`src/common/i2cms_pkg.sv`:
```
// Package of constants and types for the two-wire master start and arbitration block.
package i2cms_pkg;
  // Register addresses.
  localparam logic [2:0] ADDR_CTRL1 = 3'h0;
  localparam logic [2:0] ADDR_CTRL2 = 3'h1;
  localparam logic [2:0] ADDR_STATUS = 3'h2;
  localparam logic [2:0] ADDR_RELOAD = 3'h3;
  localparam logic [2:0] ADDR_BUF = 3'h4;
  localparam logic [2:0] ADDR_FLAGS = 3'h5;
  // Control register one fields.
  localparam int CTRL1_ENABLE = 0;
  localparam int CTRL1_IRQ_EN = 1;
  localparam int CTRL1_SLEEP = 2;
  // Control register two fields.
  localparam int CTRL2_START = 0;
  localparam int CTRL2_RSTART = 1;
  localparam int CTRL2_STOP = 2;
  localparam int CTRL2_RECV = 3;
  localparam int CTRL2_ACK = 4;
  localparam int CTRL2_SEQ_W = 5;
  // Status register fields.
  localparam int STAT_FULL = 0;
  localparam int STAT_START = 3;
  localparam int STAT_STOP = 4;
  // Flag register fields.
  localparam int FLAG_COLL = 0;
  localparam int FLAG_WCLASH = 1;
  localparam int FLAG_EVENT = 2;
  localparam int FLAG_WAKE = 3;
  // Reset values.
  localparam logic [7:0] RELOAD_RST = 8'h09;
  localparam logic [7:0] CTRL_RST = 8'h00;
  // Reload field widths.
  localparam int RELOAD_FIRST_W = 7;
  localparam int RELOAD_W = 8;

  typedef enum logic [2:0] {
    I2CMS_IDLE = 3'b000,
    I2CMS_SWAIT = 3'b001,
    I2CMS_SHOLD = 3'b011,
    I2CMS_HELD = 3'b010,
    I2CMS_TX = 3'b110
  } i2cms_state_t;
endpackage

```
`src/logic/i2cms_core.sv`:
```
// Master start generation, bus condition detection and arbitration for the two-wire port.
// Contract
// - Start request with idle bus loads seven-bit reload.
// - Period expiry with lines high drives data low.
// - Data falling while clock high sets start-detected.
// - Reload eight bits, then clear start request.
// - Start done: suspend generator, hold data low.
// - Low lines at start set collision, abort.
// - Buffer write during start sets write clash.
// - Sequence bits ignored unless port idle and enabled.
// - Sleep with interrupts enabled: slave byte or match wakes processor.
// - Reset disables port, ends transfer.
// - Reset or disable clears start, stop flags.
// - Start and stop detection raise event flag.
// - Released one read low sets collision.
// - Arbitration covers start request, start wait and transmit into collision flag.
// - Collision in transmit: halt, clear full, release.
// - Collision in sequence: abort, release, clear request.
// - After collision, stop sets serial event flag.
// - New buffer write restarts from first bit.
// - Non-idle port refuses requests; buffer writes refused during start or transmit.
`timescale 1ns/100ps
module i2cms_core #(
  parameter int ADDR_W = 3
) (
  // Clock and reset.
  input wire logic sys_clk_i,
  input wire logic rst_i,
  // Register port.
  input wire logic [ADDR_W-1:0] reg_addr_i,
  input wire logic [7:0] reg_wdata_i,
  input wire logic reg_wr_i,
  input wire logic reg_rd_i,
  output logic [7:0] reg_rdata_o,
  // Bus data line.
  input wire logic sda_i,
  output logic sda_o,
  output logic sda_oe_n_o,
  // Bus clock line.
  input wire logic scl_i,
  output logic scl_o,
  output logic scl_oe_n_o,
  // Slave receive events and wake request.
  input wire logic slave_match_i,
  input wire logic slave_byte_i,
  output logic wake_o
);

  typedef struct packed {
    logic [1:0] sda_s;
    logic [1:0] scl_s;
    logic sda_p;
    logic scl_p;
    logic [7:0] ctrl1;
    logic [7:0] ctrl2;
    logic [7:0] reload;
    logic [7:0] buffer;
    logic [7:0] shift;
    logic [2:0] bitn;
    logic full;
    logic sflag;
    logic pflag;
    logic coll;
    logic wclash;
    logic event_f;
    logic wake;
    logic [7:0] brg;
    logic brg_run;
    logic sda_low;
    logic [7:0] rdata;
    logic [1:0] settle;
    i2cms_pkg::i2cms_state_t st;
  } i2cms_regs_t;

  i2cms_regs_t q, d;

  logic sda, scl, en, tick, start_seen, stop_seen;

  assign sda = q.sda_s[1];
  assign scl = q.scl_s[1];
  assign en = q.ctrl1[i2cms_pkg::CTRL1_ENABLE];
  assign tick = q.brg_run && (q.brg == 8'h00);
  assign start_seen = q.sda_p && !sda && q.scl_p && scl;
  assign stop_seen = !q.sda_p && sda && q.scl_p && scl;

  always_comb
  begin
    d = q;
    d.sda_s = {q.sda_s[0], sda_i};
    d.scl_s = {q.scl_s[0], scl_i};
    d.sda_p = sda;
    d.scl_p = scl;
    d.rdata = 8'h00;
    if (q.brg_run && q.brg != 8'h00)
    begin
      d.brg = q.brg - 8'h01;
    end
    if (start_seen)
    begin
      d.sflag = 1'b1;
      d.pflag = 1'b0;
    end
    if (stop_seen)
    begin
      d.pflag = 1'b1;
      d.sflag = 1'b0;
    end
    // Register reads.
    if (reg_rd_i)
    begin
      unique case (reg_addr_i)
        i2cms_pkg::ADDR_CTRL1: d.rdata = q.ctrl1;
        i2cms_pkg::ADDR_CTRL2: d.rdata = q.ctrl2;
        i2cms_pkg::ADDR_STATUS:
        begin
          d.rdata[i2cms_pkg::STAT_FULL] = q.full;
          d.rdata[i2cms_pkg::STAT_START] = q.sflag;
          d.rdata[i2cms_pkg::STAT_STOP] = q.pflag;
        end
        i2cms_pkg::ADDR_RELOAD: d.rdata = q.reload;
        i2cms_pkg::ADDR_BUF: d.rdata = q.buffer;
        i2cms_pkg::ADDR_FLAGS:
        begin
          d.rdata[i2cms_pkg::FLAG_COLL] = q.coll;
          d.rdata[i2cms_pkg::FLAG_WCLASH] = q.wclash;
          d.rdata[i2cms_pkg::FLAG_EVENT] = q.event_f;
          d.rdata[i2cms_pkg::FLAG_WAKE] = q.wake;
        end
        default: d.rdata = 8'h00;
      endcase
    end
    // Register writes; flags clear by writing a one.
    if (reg_wr_i)
    begin
      unique case (reg_addr_i)
        i2cms_pkg::ADDR_CTRL1: d.ctrl1 = reg_wdata_i;
        i2cms_pkg::ADDR_CTRL2:
        begin
          d.ctrl2[7:i2cms_pkg::CTRL2_SEQ_W] = reg_wdata_i[7:i2cms_pkg::CTRL2_SEQ_W];
          if (q.st == i2cms_pkg::I2CMS_IDLE && en)
          begin
            d.ctrl2[i2cms_pkg::CTRL2_SEQ_W-1:0] = reg_wdata_i[i2cms_pkg::CTRL2_SEQ_W-1:0];
          end
        end
        i2cms_pkg::ADDR_RELOAD: d.reload = reg_wdata_i;
        i2cms_pkg::ADDR_BUF:
        begin
          if (q.st == i2cms_pkg::I2CMS_SWAIT || q.st == i2cms_pkg::I2CMS_SHOLD)
          begin
            d.wclash = 1'b1;
          end
          else if (q.st == i2cms_pkg::I2CMS_TX)
          begin
            d.wclash = 1'b1;
          end
          else
          begin
            d.buffer = reg_wdata_i;
            d.shift = reg_wdata_i;
            d.bitn = 3'h7;
            d.full = 1'b1;
          end
        end
        i2cms_pkg::ADDR_FLAGS:
        begin
          if (reg_wdata_i[i2cms_pkg::FLAG_COLL]) d.coll = 1'b0;
          if (reg_wdata_i[i2cms_pkg::FLAG_WCLASH]) d.wclash = 1'b0;
          if (reg_wdata_i[i2cms_pkg::FLAG_EVENT]) d.event_f = 1'b0;
          if (reg_wdata_i[i2cms_pkg::FLAG_WAKE]) d.wake = 1'b0;
        end
        default: d.rdata = 8'h00;
      endcase
    end
    // Hardware sets win over software clears.
    if (start_seen || stop_seen)
    begin
      d.event_f = 1'b1;
    end
    if ((slave_match_i || slave_byte_i) && q.ctrl1[i2cms_pkg::CTRL1_SLEEP]
        && q.ctrl1[i2cms_pkg::CTRL1_IRQ_EN])
    begin
      d.wake = 1'b1;
    end
    // Sequencer.
    unique case (q.st)
      i2cms_pkg::I2CMS_IDLE, i2cms_pkg::I2CMS_HELD:
      begin
        if (q.st == i2cms_pkg::I2CMS_IDLE && d.ctrl2[i2cms_pkg::CTRL2_START] && en)
        begin
          if (sda && scl)
          begin
            d.brg = {1'b0, q.reload[i2cms_pkg::RELOAD_FIRST_W-1:0]};
            d.brg_run = 1'b1;
            d.st = i2cms_pkg::I2CMS_SWAIT;
          end
          else
          begin
            d.coll = 1'b1;
            d.ctrl2[i2cms_pkg::CTRL2_START] = 1'b0;
          end
        end
        else if (q.st == i2cms_pkg::I2CMS_HELD && q.full && en)
        begin
          d.st = i2cms_pkg::I2CMS_TX;
          d.brg = q.reload;
          d.brg_run = 1'b1;
        end
      end
      i2cms_pkg::I2CMS_SWAIT:
      begin
        if (!scl)
        begin
          d.coll = 1'b1;
          d.ctrl2[i2cms_pkg::CTRL2_START] = 1'b0;
          d.brg_run = 1'b0;
          d.st = i2cms_pkg::I2CMS_IDLE;
        end
        else if (tick && sda)
        begin
          d.sda_low = 1'b1;
          d.brg = q.reload[i2cms_pkg::RELOAD_W-1:0];
          d.st = i2cms_pkg::I2CMS_SHOLD;
        end
        else if (tick)
        begin
          d.coll = 1'b1;
          d.ctrl2[i2cms_pkg::CTRL2_START] = 1'b0;
          d.brg_run = 1'b0;
          d.st = i2cms_pkg::I2CMS_IDLE;
        end
      end
      i2cms_pkg::I2CMS_SHOLD:
      begin
        if (tick)
        begin
          d.ctrl2[i2cms_pkg::CTRL2_START] = 1'b0;
          d.brg_run = 1'b0;
          d.st = i2cms_pkg::I2CMS_HELD;
        end
      end
      i2cms_pkg::I2CMS_TX:
      begin
        d.sda_low = !q.shift[q.bitn];
        // A released one is only judged once the synchronised line has settled.
        if (q.shift[q.bitn] && !q.sda_low && q.settle == 2'h3 && scl && !sda)
        begin
          d.coll = 1'b1;
          d.full = 1'b0;
          d.sda_low = 1'b0;
          d.brg_run = 1'b0;
          d.st = i2cms_pkg::I2CMS_IDLE;
        end
        else if (tick)
        begin
          d.brg = q.reload;
          if (q.bitn == 3'h0)
          begin
            d.full = 1'b0;
            d.brg_run = 1'b0;
            d.st = i2cms_pkg::I2CMS_HELD;
          end
          else
          begin
            d.bitn = q.bitn - 3'h1;
          end
        end
      end
      default:
      begin
        d.st = i2cms_pkg::I2CMS_IDLE;
        d.brg_run = 1'b0;
      end
    endcase
    if (d.st == i2cms_pkg::I2CMS_IDLE && q.st != i2cms_pkg::I2CMS_IDLE)
    begin
      d.sda_low = 1'b0;
    end
    if (!en)
    begin
      d.sflag = 1'b0;
      d.pflag = 1'b0;
      d.st = i2cms_pkg::I2CMS_IDLE;
      d.brg_run = 1'b0;
      d.sda_low = 1'b0;
      d.ctrl2[i2cms_pkg::CTRL2_SEQ_W-1:0] = '0;
    end
    // Counts the cycles since the data drive last changed.
    if (d.sda_low != q.sda_low)
    begin
      d.settle = 2'h0;
    end
    else if (q.settle != 2'h3)
    begin
      d.settle = q.settle + 2'h1;
    end
  end

  always_ff @(posedge sys_clk_i)
  begin
    if (rst_i)
    begin
      q <= '0;
      q.sda_s <= 2'b11;
      q.scl_s <= 2'b11;
      q.sda_p <= 1'b1;
      q.scl_p <= 1'b1;
      q.ctrl1 <= i2cms_pkg::CTRL_RST;
      q.ctrl2 <= i2cms_pkg::CTRL_RST;
      q.reload <= i2cms_pkg::RELOAD_RST;
      q.st <= i2cms_pkg::I2CMS_IDLE;
    end
    else
    begin
      q <= d;
    end
  end

  assign reg_rdata_o = q.rdata;
  assign sda_o = 1'b0;
  assign sda_oe_n_o = !q.sda_low;
  assign scl_o = 1'b0;
  assign scl_oe_n_o = 1'b1;
  assign wake_o = q.wake;

endmodule // i2cms_core

```
`config.mk`:
```
export PLATFORM = sky130hd
export DESIGN_NAME = i2cms_core
export DESIGN_NICKNAME = d
export VERILOG_FILES = /design/src/common/i2cms_pkg.sv /design/src/logic/i2cms_core.sv
export SDC_FILE = /design/constraint.sdc
export NUM_CORES = 1
export LEC_CHECK = 0
export BUFFER_PORTS_ARGS = -buffer_cell sky130_fd_sc_hd__clkbuf_2
export CORE_ASPECT_RATIO = 0.8
export CORE_MARGIN = 2
export CORE_UTILIZATION = 60
export DETAILED_ROUTE_END_ITERATION = 16
export HOLD_SLACK_MARGIN = 0.12
export PLACE_DENSITY = 0.82
export REMOVE_ABC_BUFFERS = 1
export SYNTH_ARGS = -nofsm -noshare
export SYNTH_HDL_FRONTEND = slang
export SYNTH_SLANG_ARGS = --single-unit
export TNS_END_PERCENT = 30
```
`constraint.sdc`:
```
create_clock -name sys_clk_i -period 2.6 [get_ports sys_clk_i]
set_input_delay 0.39 -clock sys_clk_i [delete_from_list [all_inputs] [get_ports sys_clk_i]]
set_output_delay 0.39 -clock sys_clk_i [all_outputs]
set_load 0.1 [all_outputs]
```
==> results of run 1 <==
## power by group through the flow
stage                     clock, mW  combinational (mW)  sequential [mW]
final                         0.796               0.234             1.14
after global routing          0.860               0.254             1.14
after CTS                     0.804               0.229             1.14
after detailed placement          0               0.228             1.16
after global placement            0               0.222             1.16
after floorplan                   0               0.134             1.16
## worst paths after layout
check / endpoint / startpoint / slack (ps)
min reg2reg: d[74]$_SDFF_PP1_ / d[78]$_SDFF_PP1_ / 410
max reg2reg: q[31]$_SDFF_PP0_ / q[15]$_SDFF_PP0_ / 400
max: q[31]$_SDFF_PP0_ / q[15]$_SDFF_PP0_ / 400
min: d[78]$_SDFF_PP1_ / sda_i / 210
## per-layer routing
metal | wire length, µm | part of all wire | track usage | vias up
li1 | - | - | - | 1696
met1 | 4340 | 0.44 | 0.399 | 1631
met2 | 4280 | 0.43 | 0.432 | 179
met3 | 1070 | 0.11 | 0.111 | 22
met4 | 152 | 0.015 | 0.0709 | 0
met5 | 0 | 0 | 0 | -
## layout make-up
class                      instances  share of cell area
inverter                          12              0.0108
timing repair buffer              40              0.0554
sequential                        71               0.342
clock buffer                       9              0.0298
multi-input combinational        349               0.525
tap                               84              0.0253
clock inverter                     7              0.0117
## Yosys cell counts, drive strengths merged, types with 3 or more instances
master,instances,area (µm²)
and2,6,37.5
nor4,7,65.1
buf,21,146
nand2,74,280
and4,3,26.3
o211ai,8,60.1
nand3,23,115
a211oi,7,65.1
a22oi,8,60.1
dfxtp,71,1420
a21oi,42,210
nor2,24,90.1
nand4,4,25.0
inv,11,41.3
xnor2,6,52.6
a221oi,4,35.0
nor3,13,70.1
nand2b,7,43.8
or2,8,50.1
clkbuf,16,62.6
nand3b,3,22.5
ha,5,62.6
a31oi,6,37.5
mux2i,18,180
nor2b,12,75.1
o21ai,19,95.1
mux2,4,48.8
## registers in the layout, indices dropped and copies added (netlist names)
| signal | cells |
|---|---|
| d | 4 |
| wake_o | 1 |
| reg_rdata_o | 8 |
| q | 57 |
| en | 1 |
## per-stage QoR
| step | cells | area, µm² | total power, mW |
|---|---|---|---|
| final | 572 | 4160 | 2.17 |
| after detailed placement | 556 | 3990 | 1.39 |
| after CTS | 572 | 4160 | 2.17 |
| after global routing | 572 | 4160 | 2.25 |
| after global placement | 556 | 3990 | 1.38 |
| after floorplan | 432 | 3650 | 1.30 |
## placed cells by master (no fill, tap or decap), drive strengths merged, types with 6 or more instances in the layout
cell type / count
inv: 12
nand2: 74
nor2: 24
a31oi: 6
a211oi: 7
a21oi: 42
nand3: 23
nor2b: 12
nand2b: 7
and2: 6
xnor2: 6
or2: 8
o21ai: 19
nor4: 7
mux2i: 18
dfxtp: 71
buf: 12
o211ai: 8
clkbuf: 37
a22oi: 8
nor3: 13
## worst reg2reg max path, cell delays in order (launching register included)
cell and delay [ps]:
dfxtp_1 330, inv_1 110, ha_1 200, or3b_2 590, nor3_2 440, nand3_1 170, a311oi_1 280
## kinds of logic (layout without fill, tap and decap cells)
group | after synthesis | in the layout | synth area share
buffers and inverters | 49 | 68 | 0.0659
muxes | 24 | 24 | 0.0730
AOI/OAI and AO/OA | 113 | 113 | 0.189
other | 2 | 3 | 0.00195
xor gates and xnor gates | 6 | 6 | 0.0136
adders and majority gates | 5 | 5 | 0.0162
and+or+nand+nor | 198 | 198 | 0.272
DFF | 71 | 71 | 0.369
==> flow_summary.toml, run 1 <==
[status]
status = "completed"

[power]
pwr-share-clk = 0.368
total_leakage_power_nw = 1.52
power.density_nw_per_um2 = 521
pwr-share-comb = 0.108
internal_power_mw = 1.54
switching_share = 0.290
peakVddDrop_v = 0.000408
seqPwrFrac = 0.525
p_sw_mw = 0.629

[final_layout]
fillers = 528
seq_area_um2 = 1420
antenna_cells = 0
areaGrowthSynthToFinish_pct = 7.85
final_util = 0.659
multi_input_area_um2 = 2180
layout.nets = 507
layout-drive-gt1-share = 0.158

[setup_path]
crit_cells = 6
worstSetupEndpointType = "flip-flop"
cp_cell_sequence = "inv_1 > ha_1 > or3b_2 > nor3_2 > nand3_1 > a311oi_1"
cp_slowest_stage_delay_ps = 590
worstPathArrival_ps = 2470
crit_required_ps = 2870
worst_setup_path_start_kind = "flip-flop"
crit_type = "flip-flop to flip-flop"
cp_max_fo = 9
cpMaxStageDelayCell = "or3b_2"
reg2regPathDepth = 6
path_buf_inv = 1
crit_family = "simple AND/OR/NAND/NOR gates"

[timing]
final.setup_skew_ps = 5.82
setup_viol = 0
finalHoldViolations = 0
final_max_slew_viol_count = 0
hold_slack_ps = 210
tightestPinTransition_ps = 542
setup_ws_ps = 398
setup_tns_ps = 0
post-route-min-period_ps = 2200
rsz0062_at_grt = "no"
slew_headroom = 0.635
post-route-period-util = 0.847
timing.fmax_mhz = 454

[route]
post-route-drc-count = 0
vias = 3528
wl_um = 9850
post_drt_via_cell_ratio = 6.17
dr.pass1.iters = 5
drtIter0Drc = 448
postRouteAntennaNets = 0
wl_per_cell_um = 17.2

[die]
coreArea_um2 = 6310
fp-row-count = 26
die_y_um = 75.7
ios = 32
start_util = 0.611
dieArea_um2 = 7090
die_x_um = 93.6

[grt]
grt_pass1_wl_um = 15600
grtUsageTotal = 0.289
antenna_found_initial = 0
overflow = 0
grt_max_degree = 49
first_global_vias = 3085

[place]
portBuffers = 28
gp_congestion = 0.976
dp_hpwl_um = 7160
pre_cts_slack_ps = 363

[synth]
ys_seq_elements = 71
synth_edf_count = 0
ys_warn_count = 0
syn_area_per_cell_um2 = 8.24
yosys.cell_types.count = 66
synth_area_um2 = 3860
postSynthCellCount = 468
synth_ff_type = "dfxtp_1"
ys_seq_area_frac = 0.369
synth-async-reset-ratio = 0

[flow_run]
maxCapViolCount = 0

[clocking]
clk_pin_slew_worst_paths_ps = 80
insertion_delay_ps = 360
cts_buffer_depth = 2
cts_resized = 0
cts_buffers = 9
cts.sinks = 71
cts_root_buf = "clkbuf_8"
ctsHoldBuffers = 0
cts_tree = "built"
cts_max_level = 3
cts_setup_buffers = 0

[hold_path]
hp-class = "input pin to flip-flop"
hold_depth = 2
No activity file was read; power rests on OpenSTA's default activity.
==> inputs of run 2 (changes only) <==
==> constraint.sdc (replaced) <==
create_clock -name sys_clk_i -period 2.1 [get_ports sys_clk_i]
set_input_delay 0.315 -clock sys_clk_i [delete_from_list [all_inputs] [get_ports sys_clk_i]]
set_output_delay 0.315 -clock sys_clk_i [all_outputs]
set_load 0.1 [all_outputs]
==> run 2 against run 1 <==
Setup slack worse by 290 ps. Critical endpoint is now q[13]$_SDFF_PP0_. Final cell count up 3.1%. Design area up 4.1%. Sequential cell count unchanged. Register-to-register slack worse by 290 ps. Non-clock buffer count up 18. Critical path depth up 1.
==> flow_summary.toml, run 2 (synthesis gave the netlist of run 1 again) <==
[die]
dieArea_um2 = 7090
start_util = 0.611
ios = 32
coreArea_um2 = 6310
fp-row-count = 26
die_y_um = 75.7
die_x_um = 93.6

[setup_path]
cp_max_fo = 9
crit_family = "simple AND/OR/NAND/NOR gates"
crit_type = "flip-flop to flip-flop"
worst_setup_path_start_kind = "flip-flop"
r2r-start = "q[15]$_SDFF_PP0_"
worstPathArrival_ps = 2250
crit_required_ps = 2350
cp_slowest_stage_delay_ps = 470
cpMaxStageDelayCell = "or3b_4"
worstSetupEndpointType = "flip-flop"
cp_cell_sequence = "inv_1 > ha_1 > or3b_4 > nor4_4 > o211ai_1 > a32o_2 > and2_1"
reg2regPathDepth = 7
rrSetupSlack_ps = 100
path_buf_inv = 1
reg2reg_to = "q[13]$_SDFF_PP0_"

[timing]
final.setup_skew_ps = 14.7
rsz0062_at_grt = "no"
post-route-period-util = 0.951
post-route-min-period_ps = 2000
hold_slack_ps = 141
setup_viol = 0
setup_tns_ps = 0
final_max_slew_viol_count = 0
finalHoldViolations = 0
slew_headroom = 0.639
tightestPinTransition_ps = 544
timing.fmax_mhz = 501

[route]
drtIter0Drc = 529
post_drt_via_cell_ratio = 6.31
dr.pass1.iters = 5
wl_um = 10500
vias = 3721
wl_per_cell_um = 17.8
post-route-drc-count = 0
postRouteAntennaNets = 0

[final_layout]
top_register = "q"
largest_reg_flops = 57
seq_area_um2 = 1420
layout.nets = 525
most-common-layout-cells = "nand2_1 (73), dfxtp_1 (70), a21oi_1 (42)"
antenna_cells = 0
fin_area_um2 = 4330
fillers = 533
final_common_cell = "nand2_1"
layout-drive-gt1-share = 0.192
final_util = 0.686
areaGrowthSynthToFinish_pct = 12.2
multi_input_area_um2 = 2190

[hold_path]
holdCritStartpoint = "sda_i"
hold_depth = 2
min_to = "d[78]$_SDFF_PP1_"
hp-class = "input pin to flip-flop"

[power]
total_leakage_power_nw = 1.62
total_power_mw = 2.83
power.density_nw_per_um2 = 655
peakVddDrop_v = 0.000457

[grt]
first_global_vias = 3318
antenna_found_initial = 0
grt_max_degree = 49
overflow = 0
grt_pass1_wl_um = 16500
grtUsageTotal = 0.307

[flow_run]
maxCapViolCount = 0

[clocking]
cts_max_level = 3
insertion_delay_ps = 360
cts_root_buf = "clkbuf_8"
cts_buffers = 9
clk_pin_slew_worst_paths_ps = 80
cts_buffer_depth = 2
cts_setup_buffers = 0
cts.sinks = 71
cts_tree = "built"

[place]
gp_congestion = 0.992
place_area_um2 = 4120
portBuffers = 28
dp_hpwl_um = 7540

[status]
status = "completed"
-- run 2: cell count changes in the layout (fill, tap and decap cells not counted), moves of 2 or more --
cell,delta
buf_4,+18
clkinv_2,-2
o21ai_0,-2
o21ai_1,+2
-- run 2: area by class of cell --
cell class / count / share of cell area
Clock buffer: 10 / 0.0295
Clock inverter: 6 / 0.0162
Inverter: 12 / 0.0104
Multi-Input combinational cell: 349 / 0.507
Sequential cell: 71 / 0.329
Tap cell: 84 / 0.0243
Timing Repair Buffer: 58 / 0.0844
-- run 2: how the worst max path moves through the flow --
stage | startpoint | end | slack [ps] | cells after the start
6_report | q[15]$_SDFF_PP0_ | q[13]$_SDFF_PP0_ | 100 | 7
5_1_grt | q[15]$_SDFF_PP0_ | q[16]$_SDFF_PP0_ | 4 | 7
4_1_cts | q[15]$_SDFF_PP0_ | q[17]$_SDFF_PP0_ | 20 | 8
3_5_place_dp | q[15]$_SDFF_PP0_ | q[16]$_SDFF_PP0_ | -20 | 7
3_3_place_gp | q[15]$_SDFF_PP0_ | q[13]$_SDFF_PP0_ | 70 | 7
2_1_floorplan | q[3]$_SDFFE_PP0P_ | q[20]$_SDFF_PP0_ | 130 | 5
-- run 2: routing by layer --
layer / vias up / global-route usage / wire, µm / share of wire
met5: - / 0 / 0 / 0
met4: 0 / 0.0870 / 128 / 0.012
met3: 17 / 0.0663 / 1220 / 0.12
met2: 212 / 0.473 / 4630 / 0.44
met1: 1757 / 0.439 / 4550 / 0.43
li1: 1735 / - / - / -
-- run 2: worst reg2reg max path: cells and delay by family, from the launching register on --
| kind | cells | cell delay [ps] |
|---|---|---|
| compound gates | 2 | 370 |
| fa+ha+maj | 1 | 200 |
| buf+inv | 1 | 100 |
| flops | 1 | 330 |
| simple gates | 3 | 890 |
-- run 2: through the flow --
stage	instances	setup slack, ps
6_report	590	103
5_1_grt	590	3.84
4_1_cts	590	24.6
3_5_place_dp	574	-21.8
3_3_place_gp	574	74.3
2_1_floorplan	432	130
-- run 2: repair_timing --
action                                  4_1_cts  5_1_grt
resized for setup                             2        4
gates cloned                                  0        0
pin swaps                                     0        0
endpoints found under the setup margin        3       10
hold buffers                                  0        0
-- run 2: report_power, final --
part / total [mW] / internal (mW) / switching (mW)
Sequential: 1.41 / 1.38 / 0.0266
Combinational: 0.307 / 0.110 / 0.197
Clock: 1.12 / 0.555 / 0.568
